==> config.mk <==
export PLATFORM = sky130hd
export DESIGN_NAME = psbs_ctrl
export DESIGN_NICKNAME = d
export VERILOG_FILES = /design/src/inc/psbs_pkg.sv /design/src/inc/psbs_tmr_if.sv /design/src/verilog/psbs_ctrl.sv /design/src/verilog/psbs_timer.sv
export VERILOG_INCLUDE_DIRS = /design/src /design/src/inc
export SDC_FILE = /design/constraint.sdc
export NUM_CORES = 1
export LEC_CHECK = 0
export BUFFER_PORTS_ARGS = -buffer_cell sky130_fd_sc_hd__clkbuf_2
export CAP_MARGIN = 20
export CELL_PAD_IN_SITES_DETAIL_PLACEMENT = 0
export CELL_PAD_IN_SITES_GLOBAL_PLACEMENT = 1
export CORE_AREA = 2 2 113 197
export DETAILED_ROUTE_END_ITERATION = 12
export DIE_AREA = 0 0 115 199
export PLACE_DENSITY = 0.69
export SLEW_MARGIN = 10
export SYNTH_ARGS = -nofsm -noshare
export SYNTH_HDL_FRONTEND = slang
export SYNTH_HIERARCHICAL = 1
export SYNTH_SLANG_ARGS = --single-unit
export TNS_END_PERCENT = 1
==> constraint.sdc <==
create_clock -name clk -period 4.2 [get_ports clk]
set_input_delay 0.21 -clock clk [delete_from_list [all_inputs] [get_ports clk]]
set_output_delay 0.21 -clock clk [all_outputs]
set_load 0.05 [all_outputs]
==> src/inc/psbs_cfg.svh <==
// Constants for the multiplexed burst pseudo-static memory controller
// Overview of operation
// - Chip select low at most 4 us
// - Select high on clock edge gives refresh
// - Select high 5 ns between bursts
// - Power-down: clear config bit 4, hold high 150 us
// - Power-down exit: select low 10 us
// - Wait 150 us after exit before commands
// - Raise select within two/three clocks of hold-off
// - Defined write: select high after last word
// - Select high between async and variable bursts
// - Sync mode: 5 ns high between async ops
`ifndef PSBS_CFG_SVH
`define PSBS_CFG_SVH
`define PSBS_CLK_MHZ 25
`define PSBS_MAX_LOW_NS 4000
`define PSBS_MAX_LOW_CYC ((`PSBS_MAX_LOW_NS * `PSBS_CLK_MHZ) / 1000)
`define PSBS_GAP_NS 5
`define PSBS_GAP_CYC 1
`define PSBS_PD_ENTRY_US 150
`define PSBS_PD_EXIT_US 10
`define PSBS_PD_RECOV_US 150
`define PSBS_US_CYC(us) ((us) * `PSBS_CLK_MHZ)
`define PSBS_REG_CTRL 4'h0
`define PSBS_REG_CFG 4'h1
`define PSBS_REG_ADDR 4'h2
`define PSBS_REG_WDATA 4'h3
`define PSBS_REG_RDATA 4'h4
`define PSBS_REG_STATUS 4'h5
`define PSBS_REG_BLEN 4'h6
`define PSBS_CMD_RD 0
`define PSBS_CMD_WR 1
`define PSBS_CMD_PD 2
`define PSBS_CMD_WAKE 3
`define PSBS_CMD_ASYNC 4
`define PSBS_CFG_PD_BIT 4
`define PSBS_CFG_WAITCFG_BIT 8
`define PSBS_CFG_LC_HI 13
`define PSBS_CFG_LC_LO 11
`define PSBS_CFG_FIXED_BIT 14
`define PSBS_CFG_ASYNC_BIT 15
`define PSBS_CFG_RESET 16'h9d1f
`define PSBS_BLEN_RESET 6'h04
`endif

==> src/inc/psbs_pkg.sv <==
// Types shared by the memory controller
package psbs_pkg;
  typedef enum logic [3:0] {
    PSBS_IDLE,
    PSBS_ADDR,
    PSBS_LAT,
    PSBS_DATA,
    PSBS_GAP,
    PSBS_PD_HOLD,
    PSBS_WAKE_LOW,
    PSBS_RECOVER
  } psbs_state_t;
endpackage

==> src/inc/psbs_tmr_if.sv <==
// Timer request and expiry signals between controller and its timer
interface psbs_tmr_if;
  logic load;
  logic [15:0] count;
  logic done;
  modport ctrl (output load, output count, input done);
  modport tmr (input load, input count, output done);
endinterface

==> src/verilog/psbs_ctrl.sv <==
// Host controller for a multiplexed burst pseudo-static memory
//
// Local design decisions: the register addresses and the address-and-strobe port.
`include "psbs_cfg.svh"
module psbs_ctrl #(
  parameter int PD_ENTRY_CYC = `PSBS_US_CYC(`PSBS_PD_ENTRY_US),
  parameter int PD_EXIT_CYC = `PSBS_US_CYC(`PSBS_PD_EXIT_US),
  parameter int PD_RECOV_CYC = `PSBS_US_CYC(`PSBS_PD_RECOV_US)
) (
  input wire logic clk,
  input wire logic sys_rst,
  input wire logic [3:0] reg_addr,
  input wire logic [15:0] reg_wdata,
  input wire logic reg_wr,
  input wire logic reg_rd,
  output logic [15:0] reg_rdata,
  output logic mem_clk_en,
  output logic chip_select_n,
  output logic address_valid_strobe_n,
  output logic output_enable_n,
  output logic write_enable_n,
  output logic [15:0] adq_out,
  output logic adq_oe,
  input wire logic [15:0] adq_in,
  input wire logic hold_off
);
  psbs_tmr_if tif();
  psbs_timer u_timer (.clk(clk), .sys_rst(sys_rst), .t(tif));

  psbs_pkg::psbs_state_t state;
  logic [15:0] bus_config_reg;
  logic [5:0] burst_len;
  logic [15:0] addr_hi;
  logic [15:0] wdata;
  logic [15:0] rdata;
  logic is_write;
  logic busy;
  logic done_flag;
  logic rd_valid;
  logic low_err;
  logic pd_active;
  logic [2:0] lat_cnt;
  logic [5:0] word_cnt;
  logic [7:0] low_cnt;
  logic cmd_go;
  logic [2:0] cmd_kind;

  function automatic logic is_reg(input logic [3:0] a, input logic [3:0] r);
    is_reg = (a == r);
  endfunction

  wire logic [2:0] latency_code =
    bus_config_reg[`PSBS_CFG_LC_HI:`PSBS_CFG_LC_LO];
  wire logic hold_active = !hold_off;
  // Select window of a burst; the last word keeps select low until its edge
  wire logic sel_burst = state == psbs_pkg::PSBS_ADDR ||
                         state == psbs_pkg::PSBS_LAT ||
                         (state == psbs_pkg::PSBS_DATA &&
                          !(word_cnt + 6'h01 >= burst_len && !hold_active));

  // Command decode
  always_comb
  begin
    cmd_go = 1'b0;
    cmd_kind = 3'h0;
    if (reg_wr && is_reg(reg_addr, `PSBS_REG_CTRL) && !busy)
    begin
      cmd_go = 1'b1;
      if (reg_wdata[`PSBS_CMD_WR])
        cmd_kind = 3'h1;
      else if (reg_wdata[`PSBS_CMD_PD])
        cmd_kind = 3'h2;
      else if (reg_wdata[`PSBS_CMD_WAKE])
        cmd_kind = 3'h3;
      else if (reg_wdata[`PSBS_CMD_RD])
        cmd_kind = 3'h0;
      else
        cmd_go = 1'b0;
    end
  end

  // Configuration registers
  always_ff @(posedge clk or posedge sys_rst)
  begin
    if (sys_rst)
    begin
      bus_config_reg <= `PSBS_CFG_RESET;
      burst_len <= `PSBS_BLEN_RESET;
      addr_hi <= 16'h0000;
      wdata <= 16'h0000;
    end
    else if (reg_wr)
    begin
      if (is_reg(reg_addr, `PSBS_REG_CFG))
        bus_config_reg <= reg_wdata;
      else if (is_reg(reg_addr, `PSBS_REG_ADDR))
        addr_hi <= reg_wdata;
      else if (is_reg(reg_addr, `PSBS_REG_WDATA))
        wdata <= reg_wdata;
      else if (is_reg(reg_addr, `PSBS_REG_BLEN))
        burst_len <= reg_wdata[5:0];
    end
  end

  // Register read port, data one cycle later
  always_ff @(posedge clk or posedge sys_rst)
  begin
    if (sys_rst)
      reg_rdata <= 16'h0000;
    else if (reg_rd)
    begin
      if (is_reg(reg_addr, `PSBS_REG_CFG))
        reg_rdata <= bus_config_reg;
      else if (is_reg(reg_addr, `PSBS_REG_ADDR))
        reg_rdata <= addr_hi;
      else if (is_reg(reg_addr, `PSBS_REG_WDATA))
        reg_rdata <= wdata;
      else if (is_reg(reg_addr, `PSBS_REG_RDATA))
        reg_rdata <= rdata;
      else if (is_reg(reg_addr, `PSBS_REG_BLEN))
        reg_rdata <= {10'h000, burst_len};
      else if (is_reg(reg_addr, `PSBS_REG_STATUS))
        reg_rdata <= {11'h000, low_err, pd_active, rd_valid, done_flag, busy};
      else
        reg_rdata <= 16'h0000;
    end
    else
      reg_rdata <= 16'h0000;
  end

  // Timer loads for power-down waits
  always_comb
  begin
    tif.load = 1'b0;
    tif.count = 16'h0000;
    if (cmd_go && cmd_kind == 3'h2)
    begin
      tif.load = 1'b1;
      tif.count = 16'(PD_ENTRY_CYC);
    end
    else if (cmd_go && cmd_kind == 3'h3)
    begin
      tif.load = 1'b1;
      tif.count = 16'(PD_EXIT_CYC);
    end
    else if (state == psbs_pkg::PSBS_WAKE_LOW && tif.done)
    begin
      tif.load = 1'b1;
      tif.count = 16'(PD_RECOV_CYC);
    end
  end

  // Sequencer
  always_ff @(posedge clk or posedge sys_rst)
  begin
    if (sys_rst)
    begin
      state <= psbs_pkg::PSBS_IDLE;
      is_write <= 1'b0;
      busy <= 1'b0;
      lat_cnt <= 3'h0;
      word_cnt <= 6'h00;
      pd_active <= 1'b0;
    end
    else
    begin
      case (state)
        psbs_pkg::PSBS_IDLE:
          if (cmd_go)
          begin
            busy <= 1'b1;
            is_write <= (cmd_kind == 3'h1);
            if (cmd_kind == 3'h2)
            begin
              pd_active <= 1'b1;
              state <= psbs_pkg::PSBS_PD_HOLD;
            end
            else if (cmd_kind == 3'h3)
              state <= psbs_pkg::PSBS_WAKE_LOW;
            else if (!pd_active)
              state <= psbs_pkg::PSBS_ADDR;
            else
              busy <= 1'b0;
          end
        psbs_pkg::PSBS_ADDR:
        begin
          lat_cnt <= latency_code;
          word_cnt <= 6'h00;
          state <= psbs_pkg::PSBS_LAT;
        end
        psbs_pkg::PSBS_LAT:
          if (lat_cnt == 3'h0)
            state <= psbs_pkg::PSBS_DATA;
          else
            lat_cnt <= lat_cnt - 3'h1;
        psbs_pkg::PSBS_DATA:
          // Row crossing stretches the burst while hold-off is active
          if (!hold_active)
          begin
            word_cnt <= word_cnt + 6'h01;
            if (word_cnt + 6'h01 >= burst_len)
              state <= psbs_pkg::PSBS_GAP;
          end
          else if (low_cnt >= 8'(`PSBS_MAX_LOW_CYC - 3))
            state <= psbs_pkg::PSBS_GAP;
        psbs_pkg::PSBS_GAP:
        begin
          busy <= 1'b0;
          state <= psbs_pkg::PSBS_IDLE;
        end
        psbs_pkg::PSBS_PD_HOLD:
          if (tif.done)
          begin
            busy <= 1'b0;
            state <= psbs_pkg::PSBS_IDLE;
          end
        psbs_pkg::PSBS_WAKE_LOW:
          if (tif.done)
            state <= psbs_pkg::PSBS_RECOVER;
        psbs_pkg::PSBS_RECOVER:
          if (tif.done)
          begin
            pd_active <= 1'b0;
            busy <= 1'b0;
            state <= psbs_pkg::PSBS_IDLE;
          end
        default:
          state <= psbs_pkg::PSBS_IDLE;
      endcase
    end
  end

  // Pin drive
  always_ff @(posedge clk or posedge sys_rst)
  begin
    if (sys_rst)
    begin
      chip_select_n <= 1'b1;
      address_valid_strobe_n <= 1'b1;
      output_enable_n <= 1'b1;
      write_enable_n <= 1'b1;
      adq_out <= 16'h0000;
      adq_oe <= 1'b0;
      mem_clk_en <= 1'b0;
    end
    else
    begin
      chip_select_n <= !(sel_burst ||
                         state == psbs_pkg::PSBS_WAKE_LOW);
      address_valid_strobe_n <= !(state == psbs_pkg::PSBS_ADDR);
      // Write enable and bus drive end with select, never after it
      write_enable_n <= !(sel_burst && is_write);
      output_enable_n <= !(sel_burst && !is_write &&
                           state != psbs_pkg::PSBS_ADDR);
      adq_oe <= sel_burst && (state == psbs_pkg::PSBS_ADDR || is_write);
      adq_out <= (state == psbs_pkg::PSBS_ADDR) ? addr_hi : wdata;
      // Clock runs in every state except PSBS_PD_HOLD, PSBS_WAKE_LOW and PSBS_RECOVER so select high is sampled at idle
      mem_clk_en <= (state != psbs_pkg::PSBS_PD_HOLD &&
                     state != psbs_pkg::PSBS_WAKE_LOW &&
                     state != psbs_pkg::PSBS_RECOVER);
    end
  end

  // Select-low watchdog and status flags; set beats clear
  always_ff @(posedge clk or posedge sys_rst)
  begin
    if (sys_rst)
    begin
      low_cnt <= 8'h00;
      low_err <= 1'b0;
      done_flag <= 1'b0;
      rd_valid <= 1'b0;
      rdata <= 16'h0000;
    end
    else
    begin
      if (chip_select_n || state == psbs_pkg::PSBS_WAKE_LOW)
        low_cnt <= 8'h00;
      else
        low_cnt <= low_cnt + 8'h01;
      if (low_cnt >= 8'(`PSBS_MAX_LOW_CYC - 1))
        low_err <= 1'b1;
      else if (reg_wr && is_reg(reg_addr, `PSBS_REG_STATUS))
        low_err <= 1'b0;
      if (state == psbs_pkg::PSBS_GAP)
        done_flag <= 1'b1;
      else if (cmd_go)
        done_flag <= 1'b0;
      // Only words inside the burst length are captured
      if (state == psbs_pkg::PSBS_DATA && !is_write && hold_off &&
          word_cnt < burst_len)
      begin
        rdata <= adq_in;
        rd_valid <= 1'b1;
      end
      else if (reg_rd && is_reg(reg_addr, `PSBS_REG_RDATA))
        rd_valid <= 1'b0;
    end
  end
endmodule

==> src/verilog/psbs_timer.sv <==
// Down counter for long power-down waits
module psbs_timer (
  input wire logic clk,
  input wire logic sys_rst,
  psbs_tmr_if.tmr t
);
  logic [15:0] cnt;
  logic run;

  always_ff @(posedge clk or posedge sys_rst)
  begin
    if (sys_rst)
    begin
      cnt <= 16'h0000;
      run <= 1'b0;
    end
    else if (t.load)
    begin
      cnt <= t.count;
      run <= 1'b1;
    end
    else if (run && cnt != 16'h0000)
      cnt <= cnt - 16'h0001;
    else
      run <= 1'b0;
  end

  assign t.done = run && (cnt == 16'h0000);
endmodule

==> impl_metrics.toml, run 1 <==
[final_layout]
fin_util_pct = 41.1
antenna_cells = 0
final_common_cell = "dfrtp_1"
fin_nets = 835
mostFrequentLayoutCells = "dfrtp_1 (136), nand2_1 (85), clkbuf_2 (78), mux2_2 (61), nor2_1 (40)"
finalNonFillerCells = 1043
area_growth_pct = 19.1
drive_above_1_share_pct = 26.4
fillCellCount = 2058

[global_routing]
grt_max_degree = 112
grt_antenna_before_repair = 0
grt_overflow_total = 0
track_usage_pct = 16.6
grt_pass1_wl_um = 29000
grt_pass1_vias = 5453

[die]
start_util_pct = 34.5
die_h_um = 199
dieArea_um2 = 22900
coreArea_um2 = 21300
die_x_um = 115
rows = 71
pin_count = 79

[setup_path]
crit_fanout = 22
crit_arrival_ps = 3310
worst-endpoint-required_ps = 4510
startpoint = "u_timer/cnt[0]"
r2r_start = "u_timer/cnt[0]"
critPathKind = "flip-flop to flip-flop"
start_kind = "flip-flop"
worst_setup_path_end_kind = "flip-flop"

[sta]
setup_viol = 0
worst_slack_ps = 1210
period_minus_slack_ps = 2990
hold_viol_final = 0
worstMarginPinSlew_ps = 1060
slew_viol_final = 0
rsz0062_at_grt = "false"
fin_crit_sh_pct = 71.3
finalClockSkew_ps = 11.9
max_freq_mhz = 334
finalSetupTns_ps = 0
max-slew-margin-rel_pct = 29.4

[routing]
firstDrtPassIters = 4
vias = 5491
avgViaCountPerCell = 5.26
drtAntennaViolNets = 0
drt_iter0_drc = 319
wl_per_cell_um = 17.8
drc = 0
drt_wl_total_um = 18600

[placed_design]
dp_worst_setup_slack_ps = 1310
portBuffers = 78
place_congestion = 0.805
numPlacedInstances = 1001
dp_hpwl_um = 13100

[yosys]
synth_edf_count = 0
synth.avg_cell_area_um2 = 10.8
yosys_warnings = 6
synth_seq_cells = 151
ys.flop_type = "dfrtp_1"
synth_cells = 683
async_flop_share_pct = 100
yosysSeqAreaShare_pct = 51.7
synth_area_um2 = 7350
synth_cell_types = 69

[cts]
cts.path.max_buffers = 2
worst_skew_pair.late_latency_ps = 430
clkTransAtPathRegs_ps = 70
htreeDepth = 4
cts_made_buffers = 17
cts_root_buffer = "clkbuf_16"
tritoncts = "done"
cts.sinks = 151
cts_setup_buffers = 0

[power]
ir_worst_vdd_uv = 307
leakage_nw = 3.96
power_density_nw_per_um2 = 640

[worst_hold_path]
hp-class = "input pin to flip-flop"
holdCritStartpoint = "adq_in[11]"

[run]
maxCapViolations = 0

[status]
status = "finished, final reports clean"
[per-layer routing]
| layer | GRT usage (%) | routed length, µm | vias up |
|---|---|---|---|
| met1 | 17.7 | 7340 | 2700 |
| li1 | - | - | 2623 |
| met2 | 31.4 | 10100 | 141 |
| met4 | 6.11 | 413 | 0 |
| met5 | 0 | 0 | - |
| met3 | 3.75 | 719 | 27 |
[cells in the mapped netlist (2+ instances only)]
cell type / count / area [µm²]
dfrtp_1: 136 / 3400
nand2_1: 85 / 319
mux2_2: 61 / 687
nor2_1: 40 / 150
o21ai_0: 35 / 175
inv_1: 23 / 86.3
nand3_1: 22 / 110
clkbuf_1: 20 / 75.1
a21oi_1: 19 / 95.1
ha_1: 19 / 238
nor2b_1: 16 / 100
dfstp_2: 15 / 394
mux2i_1: 13 / 130
a31oi_1: 10 / 62.6
mux2_1: 9 / 101
nor3_1: 9 / 45.0
a21boi_0: 8 / 60.1
o22ai_1: 8 / 50.1
or3_1: 8 / 50.1
and2_1: 7 / 43.8
buf_2: 7 / 35.0
a221oi_1: 6 / 52.6
a2bb2oi_1: 6 / 52.6
nand2b_1: 6 / 37.5
or4_1: 6 / 45.0
xor2_1: 6 / 52.6
nor4_1: 5 / 31.3
o311ai_0: 5 / 43.8
o31ai_1: 5 / 37.5
or2_2: 5 / 31.3
xnor2_1: 5 / 43.8
and3_1: 4 / 25.0
a211oi_1: 3 / 22.5
a21o_1: 3 / 22.5
a22o_1: 3 / 26.3
nor3b_1: 3 / 22.5
o211a_1: 3 / 30.0
o211ai_1: 3 / 22.5
a211o_1: 2 / 17.5
a311oi_1: 2 / 17.5
and2_0: 2 / 12.5
nand3b_1: 2 / 15.0
o21a_1: 2 / 15.0
[repair_timing]
item	in CTS	in global routing
hold buffers	10	0
hold endpoints to repair	26	0
resized for setup	0	0
[final timing paths]
path / to / slack (ps) / depth (start not counted)
max: u_timer/cnt[15] / 1210 / 11
min: rdata[11] / 10 / 2
max in group asynchronous: chip_select_n / 2650 / 4
max reg2reg: u_timer/cnt[15] / 1210 / 11
min in group asynchronous: u_timer/cnt[0] / 460 / 3
min reg2reg: rd_valid / 480 / 1
[per-stage QoR]
step | hold slack [ps] | power [mW] | cell area, µm²
6_report | 12.6 | 5.61 | 8750
5_1_grt | 2.81 | 5.93 | 8750
4_1_cts | 0.112 | 5.66 | 8750
3_5_place_dp | 381 | 3.96 | 8020
3_3_place_gp | 386 | 3.94 | 8020
2_1_floorplan | 136 | 3.49 | 7370
[critical path, stage by stage, from the launching register on]
cell and delay [ps]:
dfrtp_1 410, inv_1 80, ha_1 220, nor4bb_1 470
nand3_1 190, nor2_1 370, a22o_1 190, buf_4 230
clkinv_1 260, buf_4 250, o311ai_1 90, nand3_1 100
[cell families after synthesis]
family / Yosys count / synth area share (%)
other: 1 / 0.0510
multiplexers: 83 / 12.5
AO/OA/AOI/OAI: 135 / 12.6
flip-flops: 151 / 51.7
XOR/XNOR: 11 / 1.31
buffers and inverters: 54 / 3.12
AND/OR/NAND/NOR: 229 / 15.5
adder cells (fa/ha/maj): 19 / 3.24
[power by group]
group	internal (mW)	total, mW	switching [mW]
combinational	0.619	1.66	1.05
sequential	1.92	2.26	0.347
clock	1.05	1.68	0.625
[cell type report]
cell class | instances | area (µm²) | share of cell area [%]
sequential | 151 | 3800 | 43.4
multi-input combinational | 483 | 3340 | 38.2
timing repair buffer | 98 | 566 | 6.46
clock buffer | 19 | 433 | 4.95
tap | 255 | 319 | 3.65
clock inverter | 13 | 203 | 2.32
inverter | 24 | 95.1 | 1.09
Power figures use the tool's default switching activity.
==> run 2, diff against run 1 <==
--- a/config.mk
+++ b/config.mk
@@ -13,7 +13,7 @@
 export CORE_AREA = 2 2 113 197
 export DETAILED_ROUTE_END_ITERATION = 12
 export DIE_AREA = 0 0 115 199
-export PLACE_DENSITY = 0.69
+export PLACE_DENSITY = 0.71
 export SLEW_MARGIN = 10
 export SYNTH_ARGS = -nofsm -noshare
 export SYNTH_HDL_FRONTEND = slang
==> constraint.sdc (replaced) <==
create_clock -name clk -period 2.7 [get_ports clk]
set_input_delay 0.135 -clock clk [delete_from_list [all_inputs] [get_ports clk]]
set_output_delay 0.135 -clock clk [all_outputs]
set_load 0.05 [all_outputs]
==> impl_metrics.toml, run 2 (synthesis gave the netlist of run 1 again) <==
[status]
status = "finished, final reports clean"

[routing]
drt_iter0_drc = 396
vias = 5580
drc = 0
wl_per_cell_um = 17.6
firstDrtPassIters = 4
drtAntennaViolNets = 0
avgViaCountPerCell = 5.19
drt_wl_total_um = 19000

[sta]
max_freq_mhz = 411
worstMarginPinSlew_ps = 735
hold_viol_final = 0
slew_viol_final = 0
finalSetupTns_ps = 0
worst_slack_ps = 267
hold_slack_ps = 12.2
max-slew-margin-rel_pct = 51.0
rsz0062_at_grt = "false"
fin_crit_sh_pct = 90.1
period_minus_slack_ps = 2430
finalClockSkew_ps = 9.24
setup_viol = 0

[die]
coreArea_um2 = 21300
dieArea_um2 = 22900
start_util_pct = 34.5
rows = 71
pin_count = 79
die_x_um = 115
die_h_um = 199

[final_layout]
fin_area_um2 = 9040
mostFrequentLayoutCells = "dfrtp_1 (136), nand2_1 (85), clkbuf_2 (78), mux2_2 (61), nor2_1 (40)"
antenna_cells = 0
finalNonFillerCells = 1076
fillCellCount = 2030
area_growth_pct = 23.0
fin_nets = 868
final_common_cell = "dfrtp_1"
drive_above_1_share_pct = 27.4

[setup_path]
crit_fanout = 10
worst-endpoint-required_ps = 3010
slowest_stage = "dfrtp_1"
path_cells = "inv_1 > ha_1 > nor4bb_1 > nand3_1 > nor2_1 > a22o_1 > clkinv_1 > buf_4 > nor2_1 > a31oi_1"
startpoint = "u_timer/cnt[0]"
worst_setup_path_end_kind = "flip-flop"
r2r_start = "u_timer/cnt[0]"
critPathKind = "flip-flop to flip-flop"
start_kind = "flip-flop"
crit_arrival_ps = 2740
critPathMaxStageDelay_ps = 410
cp_common_cell = "nor2_1"

[power]
leakage_nw = 4.11
power_density_nw_per_um2 = 965
ir_worst_vdd_uv = 443

[placed_design]
numPlacedInstances = 1016
place_congestion = 0.788
dp_worst_setup_slack_ps = 287
portBuffers = 78
dp_hpwl_um = 13600
placed_area_um2 = 8140

[global_routing]
grt_pass1_wl_um = 30400
grt_pass1_vias = 5654
grt_antenna_before_repair = 0
track_usage_pct = 17.5
grt_overflow_total = 0
grt_max_degree = 135

[cts]
cts_made_buffers = 17
cts_setup_buffers = 0
cts_root_buffer = "clkbuf_16"
cts.path.max_buffers = 2
htreeDepth = 4
cts.sinks = 151
cts_hold_buffers = 27
clkTransAtPathRegs_ps = 70
worst_skew_pair.late_latency_ps = 430
tritoncts = "done"
cts_resized = 0

[run]
maxCapViolations = 0

[worst_hold_path]
holdCritStartpoint = "reg_wdata[4]"
hp-class = "input pin to flip-flop"
-- run 2: worst max-delay path, delay by kind of cell, from the launching register on --
family                     cells  cell delay [ps]
buffers and inverters          3              670
AOI/OAI and AO/OA              2              220
adders and majority gates      1              200
and+or+nand+nor                4              810
DFF                            1              410
-- run 2: per-stage QoR --
stage	util, %	power [mW]
after CTS	42.3	8.81
after global placement	38.2	6.21
after global routing	42.4	9.24
final	42.4	8.72
after detailed placement	38.2	6.24
after floorplan	-	5.44
-- run 2: worst paths after layout --
| path | endpoint | slack [ps] | cells after the start |
|---|---|---|---|
| max reg2reg | u_timer/cnt[11] | 270 | 10 |
| min | addr_hi[4] | 10 | 2 |
| min reg2reg | write_enable_n | 460 | 1 |
| max in group asynchronous | adq_out[4] | 1690 | 4 |
| min in group asynchronous | u_timer/cnt[12] | 380 | 3 |
| max | u_timer/cnt[11] | 270 | 10 |
-- run 2: power by group --
part	switching [mW]	internal (mW)	total (mW)
sequential	0.463	2.98	3.45
combinational	1.73	1.04	2.77
clock	1.03	1.48	2.51
-- run 2: layout make-up --
| class | count | area [µm²] | share of cell area, % |
|---|---|---|---|
| Clock buffer | 17 | 425 | 4.71 |
| Clock inverter | 15 | 191 | 2.12 |
| Inverter | 24 | 93.8 | 1.04 |
| Multi-Input combinational cell | 483 | 3340 | 37.0 |
| Sequential cell | 151 | 3800 | 42.0 |
| Tap cell | 255 | 319 | 3.53 |
| Timing Repair Buffer | 131 | 871 | 9.64 |
-- run 2: per-layer routing --
layer  global-route usage (%)  wire, µm
met1                     19.0      7320
met2                     32.9     10600
met3                     3.20       547
met4                     7.27       486
met5                        0         0
==> run 3, diff against run 2 <==
--- a/config.mk
+++ b/config.mk
@@ -10,9 +10,9 @@
 export CAP_MARGIN = 20
 export CELL_PAD_IN_SITES_DETAIL_PLACEMENT = 0
 export CELL_PAD_IN_SITES_GLOBAL_PLACEMENT = 1
-export CORE_AREA = 2 2 113 197
+export CORE_AREA = 3 3 114 198
 export DETAILED_ROUTE_END_ITERATION = 12
-export DIE_AREA = 0 0 115 199
+export DIE_AREA = 0 0 117 201
 export PLACE_DENSITY = 0.71
 export SLEW_MARGIN = 10
 export SYNTH_ARGS = -nofsm -noshare
==> impl_metrics.toml, run 3 (synthesis gave the netlist of run 1 again) <==
[status]
status = "finished, final reports clean"

[power]
seqPwrFrac_pct = 40.0
ir_worst_vdd_uv = 516
combPwrFrac_pct = 31.8
power_density_nw_per_um2 = 962
p_switching_mw = 3.12
power.internal_mw = 5.53
switching_share_pct = 36.1
leakage_nw = 4.08
power.share.clock_pct = 28.2

[final_layout]
mostFrequentLayoutCells = "dfrtp_1 (136), nand2_1 (85), clkbuf_2 (78), mux2_2 (61), nor2_1 (40)"
antenna_cells = 0
fin_nets = 864
finalNonFillerCells = 1068
drive_above_1_share_pct = 27.0
area_growth_pct = 22.4
final_common_cell = "dfrtp_1"

[cts]
cts_root_buffer = "clkbuf_16"
cts_setup_buffers = 0
cts.sinks = 151
cts_made_buffers = 17
worst_skew_pair.late_latency_ps = 440
htreeDepth = 4
clkTransAtPathRegs_ps = 60
cts.path.max_buffers = 2
tritoncts = "done"

[sta]
fin_crit_sh_pct = 88.6
finalSetupTns_ps = 0
period_minus_slack_ps = 2390
max_freq_mhz = 418
rsz0062_at_grt = "false"
worst_slack_ps = 309
finalClockSkew_ps = 12.0
max-slew-margin-rel_pct = 52.2
slew_viol_final = 0
worstMarginPinSlew_ps = 716
setup_viol = 0
hold_viol_final = 0

[global_routing]
grt_pass1_wl_um = 30900
grt_max_degree = 85
track_usage_pct = 17.0
grt_antenna_before_repair = 0
grt_overflow_total = 0
grt_pass1_vias = 5796

[die]
start_util_pct = 35.0
dieArea_um2 = 23500
coreArea_um2 = 21000
die_x_um = 117
rows = 70
pin_count = 79
die_h_um = 201

[routing]
avgViaCountPerCell = 5.18
vias = 5529
drtAntennaViolNets = 0
drt_iter0_drc = 328
wl_per_cell_um = 17.9
drc = 0
drt_wl_total_um = 19100
firstDrtPassIters = 5

[setup_path]
crit_arrival_ps = 2760
worst-endpoint-required_ps = 3070
slowest_stage = "dfrtp_1"
path_cells = "inv_1 > ha_1 > nor4bb_2 > nand3_1 > nor2_1 > buf_4 > nor2b_1 > o21ai_0 > o21a_1 > nor4b_1 > o22a_1"
start_kind = "flip-flop"
critPathMaxStageDelay_ps = 410
worst_setup_path_end_kind = "flip-flop"
crit_fanout = 5
worst-path-buf-inv = 2
critPathKind = "flip-flop to flip-flop"
cp_top_family = "simple AND/OR/NAND/NOR gates"

[placed_design]
numPlacedInstances = 1010
place_congestion = 0.843
dp_worst_setup_slack_ps = 290
dp_hpwl_um = 13800
portBuffers = 78

[worst_hold_path]
hp-class = "input pin to flip-flop"

[run]
maxCapViolations = 0
[run 3: cell types whose count changed in the layout (fill, tap and decap cells not counted)]
cell / before / now
inv_6: 4 / 0
buf_4: 24 / 21
clkbuf_8: 0 / 3
clkinv_4: 3 / 0
clkbuf_1: 0 / 2
clkinv_2: 2 / 4
inv_8: 2 / 0
clkinvlp_4: 2 / 3
dlygate4sd3_1: 28 / 27
nor4bb_1: 1 / 0
nor4bb_2: 0 / 1
[run 3: path summary, 6_finish.rpt]
path	from	end	slack (ps)	cells after the start
setup / recovery	u_timer/cnt[0]	state[1]	310	11
min in group asynchronous	sys_rst	adq_oe	320	3
hold reg to reg	rd_valid	rd_valid	480	1
hold / removal	reg_wdata[14]	addr_hi[14]	10	2
setup reg to reg	u_timer/cnt[0]	state[1]	310	11
max in group asynchronous	sys_rst	address_valid_strobe_n	1590	4
[run 3: metrics by stage]
step                      power [mW]  cell area, µm²  hold WS [ps]  util [%]
after floorplan                 5.44            7370          61.1         -
after global placement          6.21            8110           233      38.6
after detailed placement        6.25            8110           226      38.6
after CTS                       8.76            8980          5.69      42.7
after global routing            9.19            8990          22.5      42.8
final                           8.65            8990          10.1      42.8
[run 3: what timing repair did]
| item | 4_1_cts | 5_1_grt |
|---|---|---|
| hold endpoints to repair | 79 | 0 |
| hold buffers | 27 | 0 |
| endpoints found under the setup margin | 0 | 1 |
| gates resized for setup | 0 | 1 |
[run 3: worst register-to-register path: stages, from the launching register on]
cell      delay, ps
dfrtp_1         410
inv_1            90
ha_1            230
nor4bb_2        350
nand3_1         160
nor2_1          210
buf_4           180
nor2b_1          70
o21ai_0          80
o21a_1          160
nor4b_1         220
o22a_1          170
[run 3: power by group through the flow]
stage / Sequential [mW] / Combinational [mW] / Clock, mW
finish: 3.46 / 2.75 / 2.44
global route: 3.55 / 3.05 / 2.58
CTS: 3.46 / 2.80 / 2.50
detailed placement: 3.49 / 2.76 / 0
global placement: 3.48 / 2.73 / 0
floorplan: 3.93 / 1.50 / 0
[run 3: cell type report]
class | count | area (µm²)
multi-input cells | 483 | 3350
flip-flops and latches | 151 | 3800
fillers | 2027 | 12000
well taps | 252 | 315
clock inverters | 9 | 125
clock buffers | 22 | 474
repair buffers | 127 | 838
inverters | 24 | 93.8
[run 3: layer usage]
metal,GRT usage (%),part of all wire [%],up-vias
li1,-,-,2682
met1,18.3,39,2724
met2,32.2,57,103
met3,3.20,2.8,20
met4,5.82,1.6,0
met5,0,0,-
